--- src/inc/pll_divider_pkg.sv ---
// constants shared by the divider configuration block and its divider stages
`default_nettype none
package pll_divider_pkg;

	// ----------------------------------------------------------------
	// register offsets
	// ----------------------------------------------------------------
	localparam logic [7:0] OUT_HS_CTRL_ADDR   = 8'h19;
	localparam logic [7:0] OUT_LS_LOW_ADDR    = 8'h21;
	localparam logic [7:0] FB_HIGH_CTRL_ADDR  = 8'h28;
	localparam logic [7:0] FB_MID_ADDR        = 8'h29;
	localparam logic [7:0] FB_LOW_ADDR        = 8'h2A;
	localparam logic [7:0] IN_TOP_ADDR        = 8'h2B;
	localparam logic [7:0] IN_MID_ADDR        = 8'h2C;
	localparam logic [7:0] IN_LOW_ADDR        = 8'h2D;
	localparam logic [7:0] FR_TOP_ADDR        = 8'h2E;
	localparam logic [7:0] FR_MID_ADDR        = 8'h2F;
	localparam logic [7:0] FR_LOW_ADDR        = 8'h30;

	// ----------------------------------------------------------------
	// values after reset
	// ----------------------------------------------------------------
	localparam logic [7:0] OUT_HS_CTRL_RST    = 8'h20;
	localparam logic [7:0] OUT_LS_LOW_RST     = 8'h31;
	localparam logic [7:0] FB_HIGH_CTRL_RST   = 8'hC0;
	localparam logic [7:0] FB_MID_RST         = 8'h00;
	localparam logic [7:0] FB_LOW_RST         = 8'hF9;
	localparam logic [7:0] IN_TOP_RST         = 8'h00;
	localparam logic [7:0] IN_MID_RST         = 8'h00;
	localparam logic [7:0] IN_LOW_RST         = 8'h09;
	localparam logic [7:0] FR_TOP_RST         = 8'h00;
	localparam logic [7:0] FR_MID_RST         = 8'h00;
	localparam logic [7:0] FR_LOW_RST         = 8'h00;
	localparam logic [7:0] UNMAPPED_READ      = 8'h00;

	// ----------------------------------------------------------------
	// field layout: writable bits of each register
	// ----------------------------------------------------------------
	localparam logic [7:0] HS_CTRL_MASK       = 8'hE0;
	localparam logic [7:0] FB_HIGH_MASK       = 8'hEF;
	localparam logic [7:0] TOP_BITS_MASK      = 8'h07;
	localparam int         HS_CODE_LSB        = 5;
	localparam int         HS_CODE_W          = 3;
	localparam int         LS_W               = 20;
	localparam int         PREDIV_W           = 19;
	localparam int         DIV_W              = 21;
	localparam logic [3:0] HS_RATIO_OFFSET    = 4'h4;

endpackage
`default_nettype wire

--- src/hw/divider_stage.sv ---
// one programmable divider stage: a pulse out for every ratio pulses in
`timescale 1ns/1ns
`default_nettype none
module divider_stage
	import pll_divider_pkg::*;
#(
	parameter int W = DIV_W
)(
	// clock and reset
	input  wire logic         clk,
	input  wire logic         reset_n,
	// divider path
	input  wire logic         tick,
	input  wire logic [W-1:0] ratio,
	output logic              pulse
);

	// ----------------------------------------------------------------
	// elaboration check
	// ----------------------------------------------------------------
	if (W < 2)
	begin : g_bad_width
		$error("divider_stage needs W of at least 2");
	end

	typedef struct packed {
		logic [W-1:0] count;
		logic         pulse;
	} stage_t;

	stage_t st;
	stage_t next_st;

	// ----------------------------------------------------------------
	// counter
	// ----------------------------------------------------------------
	// compare with >= so a ratio lowered mid-count does not run away
	always_comb
	begin
		next_st = st;
		next_st.pulse = 1'b0;
		if (tick)
		begin
			if (st.count + W'(1) >= ratio)
			begin
				next_st.count = '0;
				next_st.pulse = 1'b1;
			end
			else
				next_st.count = st.count + W'(1);
		end
		if (!reset_n)
			next_st = '0;
	end

	always_ff @(posedge clk)
		st <= next_st;

	assign pulse = st.pulse;

	// ----------------------------------------------------------------
	// checks
	// ----------------------------------------------------------------
	property p_pulse_follows_tick;
		@(posedge clk) disable iff (!reset_n)
		pulse |-> $past(tick);
	endproperty
	a_pulse_follows_tick: assert property (p_pulse_follows_tick)
		else $error("divider pulse without an input tick");

endmodule
`default_nettype wire

--- src/hw/pll_divider_config.sv ---
// divider chain configuration registers and the dividers they steer
//
// What this block does
// software writes output low divider odd or zero
// output low byte divides, resets to 0x31
// feedback high-speed ratio is code plus four
// feedback low-speed ratio is field plus one
// software keeps feedback low ratios even, 2..2^20
// feedback registers reset to 0xC0, 0x00, 0xF9
// clock input predivider, 19 bits, top 2:0
// free-run reference predivider, 19 bits, top 2:0
// output high-speed ratio is code plus four
// software writes reserved as reset, all bytes
`timescale 1ns/1ns
`default_nettype none
module pll_divider_config
	import pll_divider_pkg::*;
(
	// clock and reset
	input  wire logic          clk,
	input  wire logic          reset_n,
	// register port from the serial control port
	input  wire logic [7:0]    reg_addr,
	input  wire logic [7:0]    reg_wdata,
	input  wire logic          reg_write,
	input  wire logic          reg_read,
	output logic      [7:0]    reg_rdata,
	// upper output low-speed bits held elsewhere
	input  wire logic [11:0]   output_lowspeed_upper,
	input  wire logic          freerun_mode,
	// clock pins, sampled
	input  wire logic          vco_pin,
	input  wire logic          clock_input,
	input  wire logic          crystal_reference_pins,
	// ratios in force
	output logic      [3:0]    output_highspeed_divider,
	output logic      [20:0]   output_lowspeed_divider,
	output logic      [3:0]    feedback_highspeed_divider,
	output logic      [20:0]   feedback_lowspeed_divider,
	output logic      [19:0]   clock_input_predivider,
	output logic      [19:0]   freerun_reference_predivider,
	// divided pulses
	output logic               clock_output,
	output logic               feedback_pd_tick,
	output logic               reference_pd_tick
);

	// ----------------------------------------------------------------
	// state
	// ----------------------------------------------------------------
	typedef struct packed {
		logic [7:0]  out_hs_ctrl;
		logic [7:0]  out_ls_low;
		logic [7:0]  fb_high_ctrl;
		logic [7:0]  fb_mid;
		logic [7:0]  fb_low;
		logic [7:0]  in_top;
		logic [7:0]  in_mid;
		logic [7:0]  in_low;
		logic [7:0]  fr_top;
		logic [7:0]  fr_mid;
		logic [7:0]  fr_low;
		logic [7:0]  rdata;
		logic [3:0]  out_hs_ratio;
		logic [20:0] out_ls_ratio;
		logic [3:0]  fb_hs_ratio;
		logic [20:0] fb_ls_ratio;
		logic [19:0] in_ratio;
		logic [19:0] fr_ratio;
		logic [2:0]  vco_sync;
		logic [2:0]  clock_input_sync;
		logic [2:0]  xtal_sync;
		logic        ref_tick;
	} cfg_t;

	cfg_t st;
	cfg_t next_st;

	logic vco_edge;
	logic clock_input_edge;
	logic xtal_edge;
	logic out_hs_pulse;
	logic out_ls_pulse;
	logic fb_hs_pulse;
	logic fb_ls_pulse;
	logic in_pulse;
	logic fr_pulse;

	// ----------------------------------------------------------------
	// ratio arithmetic
	// ----------------------------------------------------------------
	function automatic logic [3:0] hs_ratio(input logic [2:0] code);
		return {1'b0, code} + HS_RATIO_OFFSET;
	endfunction

	function automatic logic [20:0] ls_ratio(input logic [19:0] value);
		return {1'b0, value} + 21'h000001;
	endfunction

	function automatic logic [19:0] pre_ratio(input logic [18:0] value);
		return {1'b0, value} + 20'h00001;
	endfunction

	// edges taken from the second and third stages only
	assign vco_edge  = st.vco_sync[1] & ~st.vco_sync[2];
	assign clock_input_edge = st.clock_input_sync[1] & ~st.clock_input_sync[2];
	assign xtal_edge = st.xtal_sync[1] & ~st.xtal_sync[2];

	// ----------------------------------------------------------------
	// register file and next state
	// ----------------------------------------------------------------
	always_comb
	begin
		next_st = st;
		next_st.vco_sync  = {st.vco_sync[1:0], vco_pin};
		next_st.clock_input_sync = {st.clock_input_sync[1:0], clock_input};
		next_st.xtal_sync = {st.xtal_sync[1:0], crystal_reference_pins};
		next_st.ref_tick  = freerun_mode ? fr_pulse : in_pulse;
		// reads see the value before a write in the same cycle
		if (reg_read)
		begin
			case (reg_addr)
				OUT_HS_CTRL_ADDR:  next_st.rdata = st.out_hs_ctrl;
				OUT_LS_LOW_ADDR:   next_st.rdata = st.out_ls_low;
				FB_HIGH_CTRL_ADDR: next_st.rdata = st.fb_high_ctrl;
				FB_MID_ADDR:       next_st.rdata = st.fb_mid;
				FB_LOW_ADDR:       next_st.rdata = st.fb_low;
				IN_TOP_ADDR:       next_st.rdata = st.in_top;
				IN_MID_ADDR:       next_st.rdata = st.in_mid;
				IN_LOW_ADDR:       next_st.rdata = st.in_low;
				FR_TOP_ADDR:       next_st.rdata = st.fr_top;
				FR_MID_ADDR:       next_st.rdata = st.fr_mid;
				FR_LOW_ADDR:       next_st.rdata = st.fr_low;
				default:           next_st.rdata = UNMAPPED_READ;
			endcase
		end
		// reserved bits are dropped so they always read zero
		if (reg_write)
		begin
			case (reg_addr)
				OUT_HS_CTRL_ADDR:  next_st.out_hs_ctrl  = reg_wdata & HS_CTRL_MASK;
				OUT_LS_LOW_ADDR:   next_st.out_ls_low   = reg_wdata;
				FB_HIGH_CTRL_ADDR: next_st.fb_high_ctrl = reg_wdata & FB_HIGH_MASK;
				FB_MID_ADDR:       next_st.fb_mid       = reg_wdata;
				FB_LOW_ADDR:       next_st.fb_low       = reg_wdata;
				IN_TOP_ADDR:       next_st.in_top       = reg_wdata & TOP_BITS_MASK;
				IN_MID_ADDR:       next_st.in_mid       = reg_wdata;
				IN_LOW_ADDR:       next_st.in_low       = reg_wdata;
				FR_TOP_ADDR:       next_st.fr_top       = reg_wdata & TOP_BITS_MASK;
				FR_MID_ADDR:       next_st.fr_mid       = reg_wdata;
				FR_LOW_ADDR:       next_st.fr_low       = reg_wdata;
				default:           ;
			endcase
		end
		if (!reset_n)
		begin
			next_st = '0;
			next_st.out_hs_ctrl  = OUT_HS_CTRL_RST;
			next_st.out_ls_low   = OUT_LS_LOW_RST;
			next_st.fb_high_ctrl = FB_HIGH_CTRL_RST;
			next_st.fb_mid       = FB_MID_RST;
			next_st.fb_low       = FB_LOW_RST;
			next_st.in_top       = IN_TOP_RST;
			next_st.in_mid       = IN_MID_RST;
			next_st.in_low       = IN_LOW_RST;
			next_st.fr_top       = FR_TOP_RST;
			next_st.fr_mid       = FR_MID_RST;
			next_st.fr_low       = FR_LOW_RST;
		end
		// ratios follow the registers with no extra delay
		next_st.out_hs_ratio = hs_ratio(next_st.out_hs_ctrl[HS_CODE_LSB +: HS_CODE_W]);
		next_st.out_ls_ratio = ls_ratio({output_lowspeed_upper, next_st.out_ls_low});
		next_st.fb_hs_ratio  = hs_ratio(next_st.fb_high_ctrl[HS_CODE_LSB +: HS_CODE_W]);
		next_st.fb_ls_ratio  = ls_ratio({next_st.fb_high_ctrl[3:0], next_st.fb_mid,
			next_st.fb_low});
		next_st.in_ratio     = pre_ratio({next_st.in_top[2:0], next_st.in_mid,
			next_st.in_low});
		next_st.fr_ratio     = pre_ratio({next_st.fr_top[2:0], next_st.fr_mid,
			next_st.fr_low});
	end

	always_ff @(posedge clk)
		st <= next_st;

	// ----------------------------------------------------------------
	// divider chains
	// ----------------------------------------------------------------
	divider_stage #(.W(DIV_W)) u_out_hs (.clk(clk), .reset_n(reset_n), .tick(vco_edge),
		.ratio({17'h00000, st.out_hs_ratio}), .pulse(out_hs_pulse));
	divider_stage #(.W(DIV_W)) u_out_ls (.clk(clk), .reset_n(reset_n), .tick(out_hs_pulse),
		.ratio(st.out_ls_ratio), .pulse(out_ls_pulse));
	divider_stage #(.W(DIV_W)) u_fb_hs (.clk(clk), .reset_n(reset_n), .tick(vco_edge),
		.ratio({17'h00000, st.fb_hs_ratio}), .pulse(fb_hs_pulse));
	divider_stage #(.W(DIV_W)) u_fb_ls (.clk(clk), .reset_n(reset_n), .tick(fb_hs_pulse),
		.ratio(st.fb_ls_ratio), .pulse(fb_ls_pulse));
	divider_stage #(.W(DIV_W)) u_in_pre (.clk(clk), .reset_n(reset_n), .tick(clock_input_edge),
		.ratio({1'b0, st.in_ratio}), .pulse(in_pulse));
	divider_stage #(.W(DIV_W)) u_fr_pre (.clk(clk), .reset_n(reset_n), .tick(xtal_edge),
		.ratio({1'b0, st.fr_ratio}), .pulse(fr_pulse));

	// ----------------------------------------------------------------
	// outputs
	// ----------------------------------------------------------------
	assign reg_rdata                    = st.rdata;
	assign output_highspeed_divider     = st.out_hs_ratio;
	assign output_lowspeed_divider      = st.out_ls_ratio;
	assign feedback_highspeed_divider   = st.fb_hs_ratio;
	assign feedback_lowspeed_divider    = st.fb_ls_ratio;
	assign clock_input_predivider       = st.in_ratio;
	assign freerun_reference_predivider = st.fr_ratio;
	assign clock_output                 = out_ls_pulse;
	assign feedback_pd_tick             = fb_ls_pulse;
	assign reference_pd_tick            = st.ref_tick;

	// ----------------------------------------------------------------
	// checks
	// ----------------------------------------------------------------
	property p_out_ls_reset;
		@(posedge clk) disable iff (!reset_n)
		$rose(reset_n) |-> (st.out_ls_low == 8'h31);
	endproperty
	a_out_ls_reset: assert property (p_out_ls_reset)
		else $error("output low byte not 0x31 after reset");

	property p_fb_hs_ratio;
		@(posedge clk) disable iff (!reset_n)
		(reg_write && reg_addr == FB_HIGH_CTRL_ADDR) |=>
			(feedback_highspeed_divider == {1'b0, $past(reg_wdata[7:5])} + 4'h4);
	endproperty
	a_fb_hs_ratio: assert property (p_fb_hs_ratio)
		else $error("feedback high-speed ratio is not code plus four");

	property p_fb_ls_ratio;
		@(posedge clk) disable iff (!reset_n)
		(reg_write && reg_addr == FB_LOW_ADDR) |=>
			(feedback_lowspeed_divider == {1'b0, st.fb_high_ctrl[3:0], st.fb_mid,
			$past(reg_wdata)} + 21'h000001);
	endproperty
	a_fb_ls_ratio: assert property (p_fb_ls_ratio)
		else $error("feedback low-speed ratio is not field plus one");

	property p_fb_reset;
		@(posedge clk) disable iff (!reset_n)
		$rose(reset_n) |-> (st.fb_high_ctrl == 8'hC0 && st.fb_mid == 8'h00
			&& st.fb_low == 8'hF9 && feedback_lowspeed_divider == 21'h0000FA);
	endproperty
	a_fb_reset: assert property (p_fb_reset)
		else $error("feedback registers wrong after reset");

	property p_in_top;
		@(posedge clk) disable iff (!reset_n)
		(reg_write && reg_addr == IN_TOP_ADDR) |=>
			(clock_input_predivider == {1'b0, $past(reg_wdata[2:0]), st.in_mid, st.in_low}
			+ 20'h00001 && st.in_top[7:3] == 5'h00);
	endproperty
	a_in_top: assert property (p_in_top)
		else $error("clock input predivider top bits wrong");

	property p_fr_select;
		@(posedge clk) disable iff (!reset_n)
		(freerun_mode && fr_pulse) |=> reference_pd_tick;
	endproperty
	a_fr_select: assert property (p_fr_select)
		else $error("free-run reference pulse not passed to phase detector");

	property p_out_hs_ratio;
		@(posedge clk) disable iff (!reset_n)
		(reg_write && reg_addr == OUT_HS_CTRL_ADDR) |=>
			(output_highspeed_divider == {1'b0, $past(reg_wdata[7:5])} + 4'h4);
	endproperty
	a_out_hs_ratio: assert property (p_out_hs_ratio)
		else $error("output high-speed ratio is not code plus four");

endmodule
`default_nettype wire

--- config.mk ---
export PLATFORM = sky130hd
export DESIGN_NAME = pll_divider_config
export DESIGN_NICKNAME = d
export VERILOG_FILES = /design/src/inc/pll_divider_pkg.sv /design/src/hw/divider_stage.sv /design/src/hw/pll_divider_config.sv
export SDC_FILE = /design/constraint.sdc
export NUM_CORES = 1
export LEC_CHECK = 0
export ABC_CLOCK_PERIOD_IN_PS = 5270
export CAP_MARGIN = 20
export CORE_ASPECT_RATIO = 1.1
export CORE_MARGIN = 3
export CORE_UTILIZATION = 35
export CTS_CLUSTER_DIAMETER = 50
export DETAILED_ROUTE_END_ITERATION = 8
export DONT_BUFFER_PORTS = 1
export PLACE_DENSITY = 0.48
export SLEW_MARGIN = 20
export SYNTH_ARGS = -nofsm -noshare
export SYNTH_HDL_FRONTEND = slang
export SYNTH_SLANG_ARGS = --single-unit
--- constraint.sdc ---
create_clock -name clk -period 5.27 [get_ports clk]
set_clock_uncertainty 0.1 [all_clocks]
set_input_delay 0.2635 -clock clk [delete_from_list [all_inputs] [get_ports clk]]
set_output_delay 0.2635 -clock clk [all_outputs]
set_load 0.02 [all_outputs]
==> out/results.tsv <==
metric	value	unit
FP Rows	86	
WP buf/inv	2	
total clock sinks	306	
Avg Inst Size Synth	8.38	µm²
Netlist cell types	75	
CTS Hold Buffers Added	38	
Synth Register Bits	306	
dominant cell by count in the synthesized netlist	dfxtp_1	
hold_ws	0.0460	ns
Final setup viols	0	
average vias per placed instance	5.49	
WL/cell	20.5	µm
post-route setup slack	1.06	ns
final period utilization	79.9	%
critical path arrival	4.58	ns
first-pass GRT wire length	85.7	mm
kind of cell adding the most delay to the critical path	compound AO/OA/AOI/OAI gates	
fin cells	2723	
Initial Util	35.6	%
Detailed Place HPWL	38.8	mm
flop-to-flop setup slack	1.06	ns
largest net degree at the start of global routing	126	
EDFF count, synth	0	
cell type with the largest total area after synthesis	dfxtp_1	
number of global-route vias before repair	14300	
r2r endpoint	u_out_ls.pulse	
Overall Power	5780	µW
antenna viol nets, final	0	
max-slew violations	0	
CTS root buffer	clkbuf_16	
Routability Congestion	0.876	
sequential share of the synthesized area	34.1	%
initial DRC count	1152	
Levels on crit path	16	
# DRC	0	
largest cells by area after synthesis	dfxtp_1 (34%), ha_1 (7.0%), xnor2_1 (4.9%), nand2_1 (4.6%), buf_4 (4.1%)	
worst skew pair latency	0.57	ns
worst r2r src	u_out_ls.st[1]	
Routed Wire Length	55.8	mm
routed vias	15000	
post-synth top area share	34.1	%
worst setup path startpoint	u_out_ls.st[1]	
leakage	0.00777	µW
Cells after Synth	2142	
Max Root-Sink Buffers	3	
crit path cell chain	ha_1 > nand3_1 > nor4_2 > buf_4 > and2_1 > nand2_1 > nor2_1 > xor2_1 > ha_1 > a21o_1 > a21o_1 > a21o_1 > a2111oi_0 > a31oi_2 > buf_4 > and2_1	
total CTS buffers	47	
Syn Nets	2278	
Die Wd	222	µm
# Post-CTS Setup Buffers	0	
IO buf count	0	
Layout Nets	2160	
slowest stage delay, CP	0.49	ns
die area	0.0541	mm²
core area	0.0505	mm²
Crit-path slowest cell	a2111oi_0	
Worst Tran Pin Value	1.02	ns
PD cells	293	mW/mm²
Pre-antenna DRT Iters	5	
setup_tns	0	ns
crit path capture	u_out_ls.pulse	
Resized cells post-CTS	0	
filler instances	5087	
startpoint types	flop	
VDD IR max	0.232	mV
CP Class	reg -> reg	
CTS tree	yes	
max-cap viol count	0	
Fin. Hold Viols	0	
status	completed	
R2R depth	16	
minimum clock period	4.21	ns
number of synthesis warnings	0	
Worst Hold Class	in -> reg	
ys async rst share	0	%
CP most frequent cell	a21o_1	
grt ovf	0	
dpl cells	2597	
CTS H-tree depth	2	
clk slew on worst S/H paths	0.06	ns
initial antenna violation count	1	
synth-to-layout area growth	9.86	%
crit end category	flop	
I/O Pins	137	
Setup WS pre-CTS	1.01	ns
RSZ-0062 raised after global routing	false	
Worst EP required	5.63	ns
Cell Area, Synth	0.0180	mm²
top post-synthesis cells by count	dfxtp_1 (306), nand2_1 (219), nand3_1 (121), inv_1 (115)	
GRT Overall Usage	19.9	%
Synth Flop Type	dfxtp_1	
CP max FO	12	
f_max	237	MHz
Worst slew margin	31.7	%
die height	244	µm
share of layout cells above drive strength 1	7.09	%
[worst register-to-register path, cell delays in order (launching register included)]
cell and delay (ns):
dfxtp_1 0.41, ha_1 0.26, nand3_1 0.21, nor4_2 0.31, buf_4 0.18, and2_1 0.16
nand2_1 0.11, nor2_1 0.14, xor2_1 0.16, ha_1 0.26, a21o_1 0.16, a21o_1 0.17
a21o_1 0.19, a2111oi_0 0.49, a31oi_2 0.35, buf_4 0.29, and2_1 0.16
[where the power goes]
part	internal, µW	switching (µW)	total [µW]	leakage, µW
Sequential	2330	24.7	2360	0.00247
Clock	1980	1190	3170	0.000769
Combinational	76.1	179	255	0.00452
Total	4380	1400	5780	0.00777
[stage by stage]
step	instance area [µm²]	utilization (%)
after global routing	19700	39.1
final	19700	39.1
after floorplan	18000	-
after detailed placement	17700	35.1
after global placement	17700	35.1
after CTS	19700	39.1
[state kept, by name, indices dropped and copies added, names as in the netlist, 21 cells and up]
name,flops
u_fb_ls.st,21
u_in_pre.st,21
u_out_hs.st,21
u_fb_hs.st,21
u_fr_pre.st,21
u_out_ls.st,21
output_lowspeed_divider,21
feedback_lowspeed_divider,21
st,77
[routing by layer]
layer  global-route usage [%]  vias to the layer above  wire, µm
li1                         -                     7292         -
met1                     26.3                     7124     24700
met2                     31.6                      449     25100
met3                     4.94                       93      4190
met4                     7.11                        0      1750
met5                        0                        -         0
[worst min path at each step]
stage | start | end | slack, ns | cells past startpoint
after detailed placement | output_lowspeed_upper[5] | output_lowspeed_divider[13] | 0.27 | 1
after floorplan | output_lowspeed_upper[8] | output_lowspeed_divider[16] | 0.26 | 1
after global placement | output_lowspeed_upper[2] | output_lowspeed_divider[10] | 0.26 | 1
final | reg_wdata[4] | feedback_lowspeed_divider[14] | 0.05 | 5
after CTS | reset_n | feedback_lowspeed_divider[3] | 0.001 | 3
after global routing | reg_wdata[4] | feedback_lowspeed_divider[14] | 0.05 | 5
[layout by cell type (no fill, tap or decap), drive strengths merged, types with 51 or more instances in the layout]
cell and count:
xor2 70, nand3 124, ha 100, mux2i 55, dfxtp 306, nand4 88, inv 122, nor3 51
clkbuf 57, nor2 88, and3 79, a21oi 100, xnor2 100, nand2 219
[cell families after synthesis]
family,after synthesis,synth area share [%]
XOR/XNOR,170,8.29
AO/OA/AOI/OAI,325,12.1
AND/OR/NAND/NOR,838,25.6
adder cells (fa/ha/maj),100,6.97
multiplexers,64,3.63
buffers and inverters,339,9.36
flip-flops,306,34.1
[final cells by class]
| cell class | instances | area (µm²) | area share, % |
|---|---|---|---|
| Timing Repair Buffer | 57 | 541 | 2.74 |
| Inverter | 115 | 434 | 2.20 |
| Clock inverter | 27 | 298 | 1.51 |
| Antenna cell | 4 | 10.0 | 0.0507 |
| Clock buffer | 57 | 1310 | 6.62 |
| Tap cell | 660 | 826 | 4.19 |
| Multi-Input combinational cell | 1497 | 10200 | 51.6 |
| Sequential cell | 306 | 6130 | 31.1 |
(Power assumes the default switching activity.)
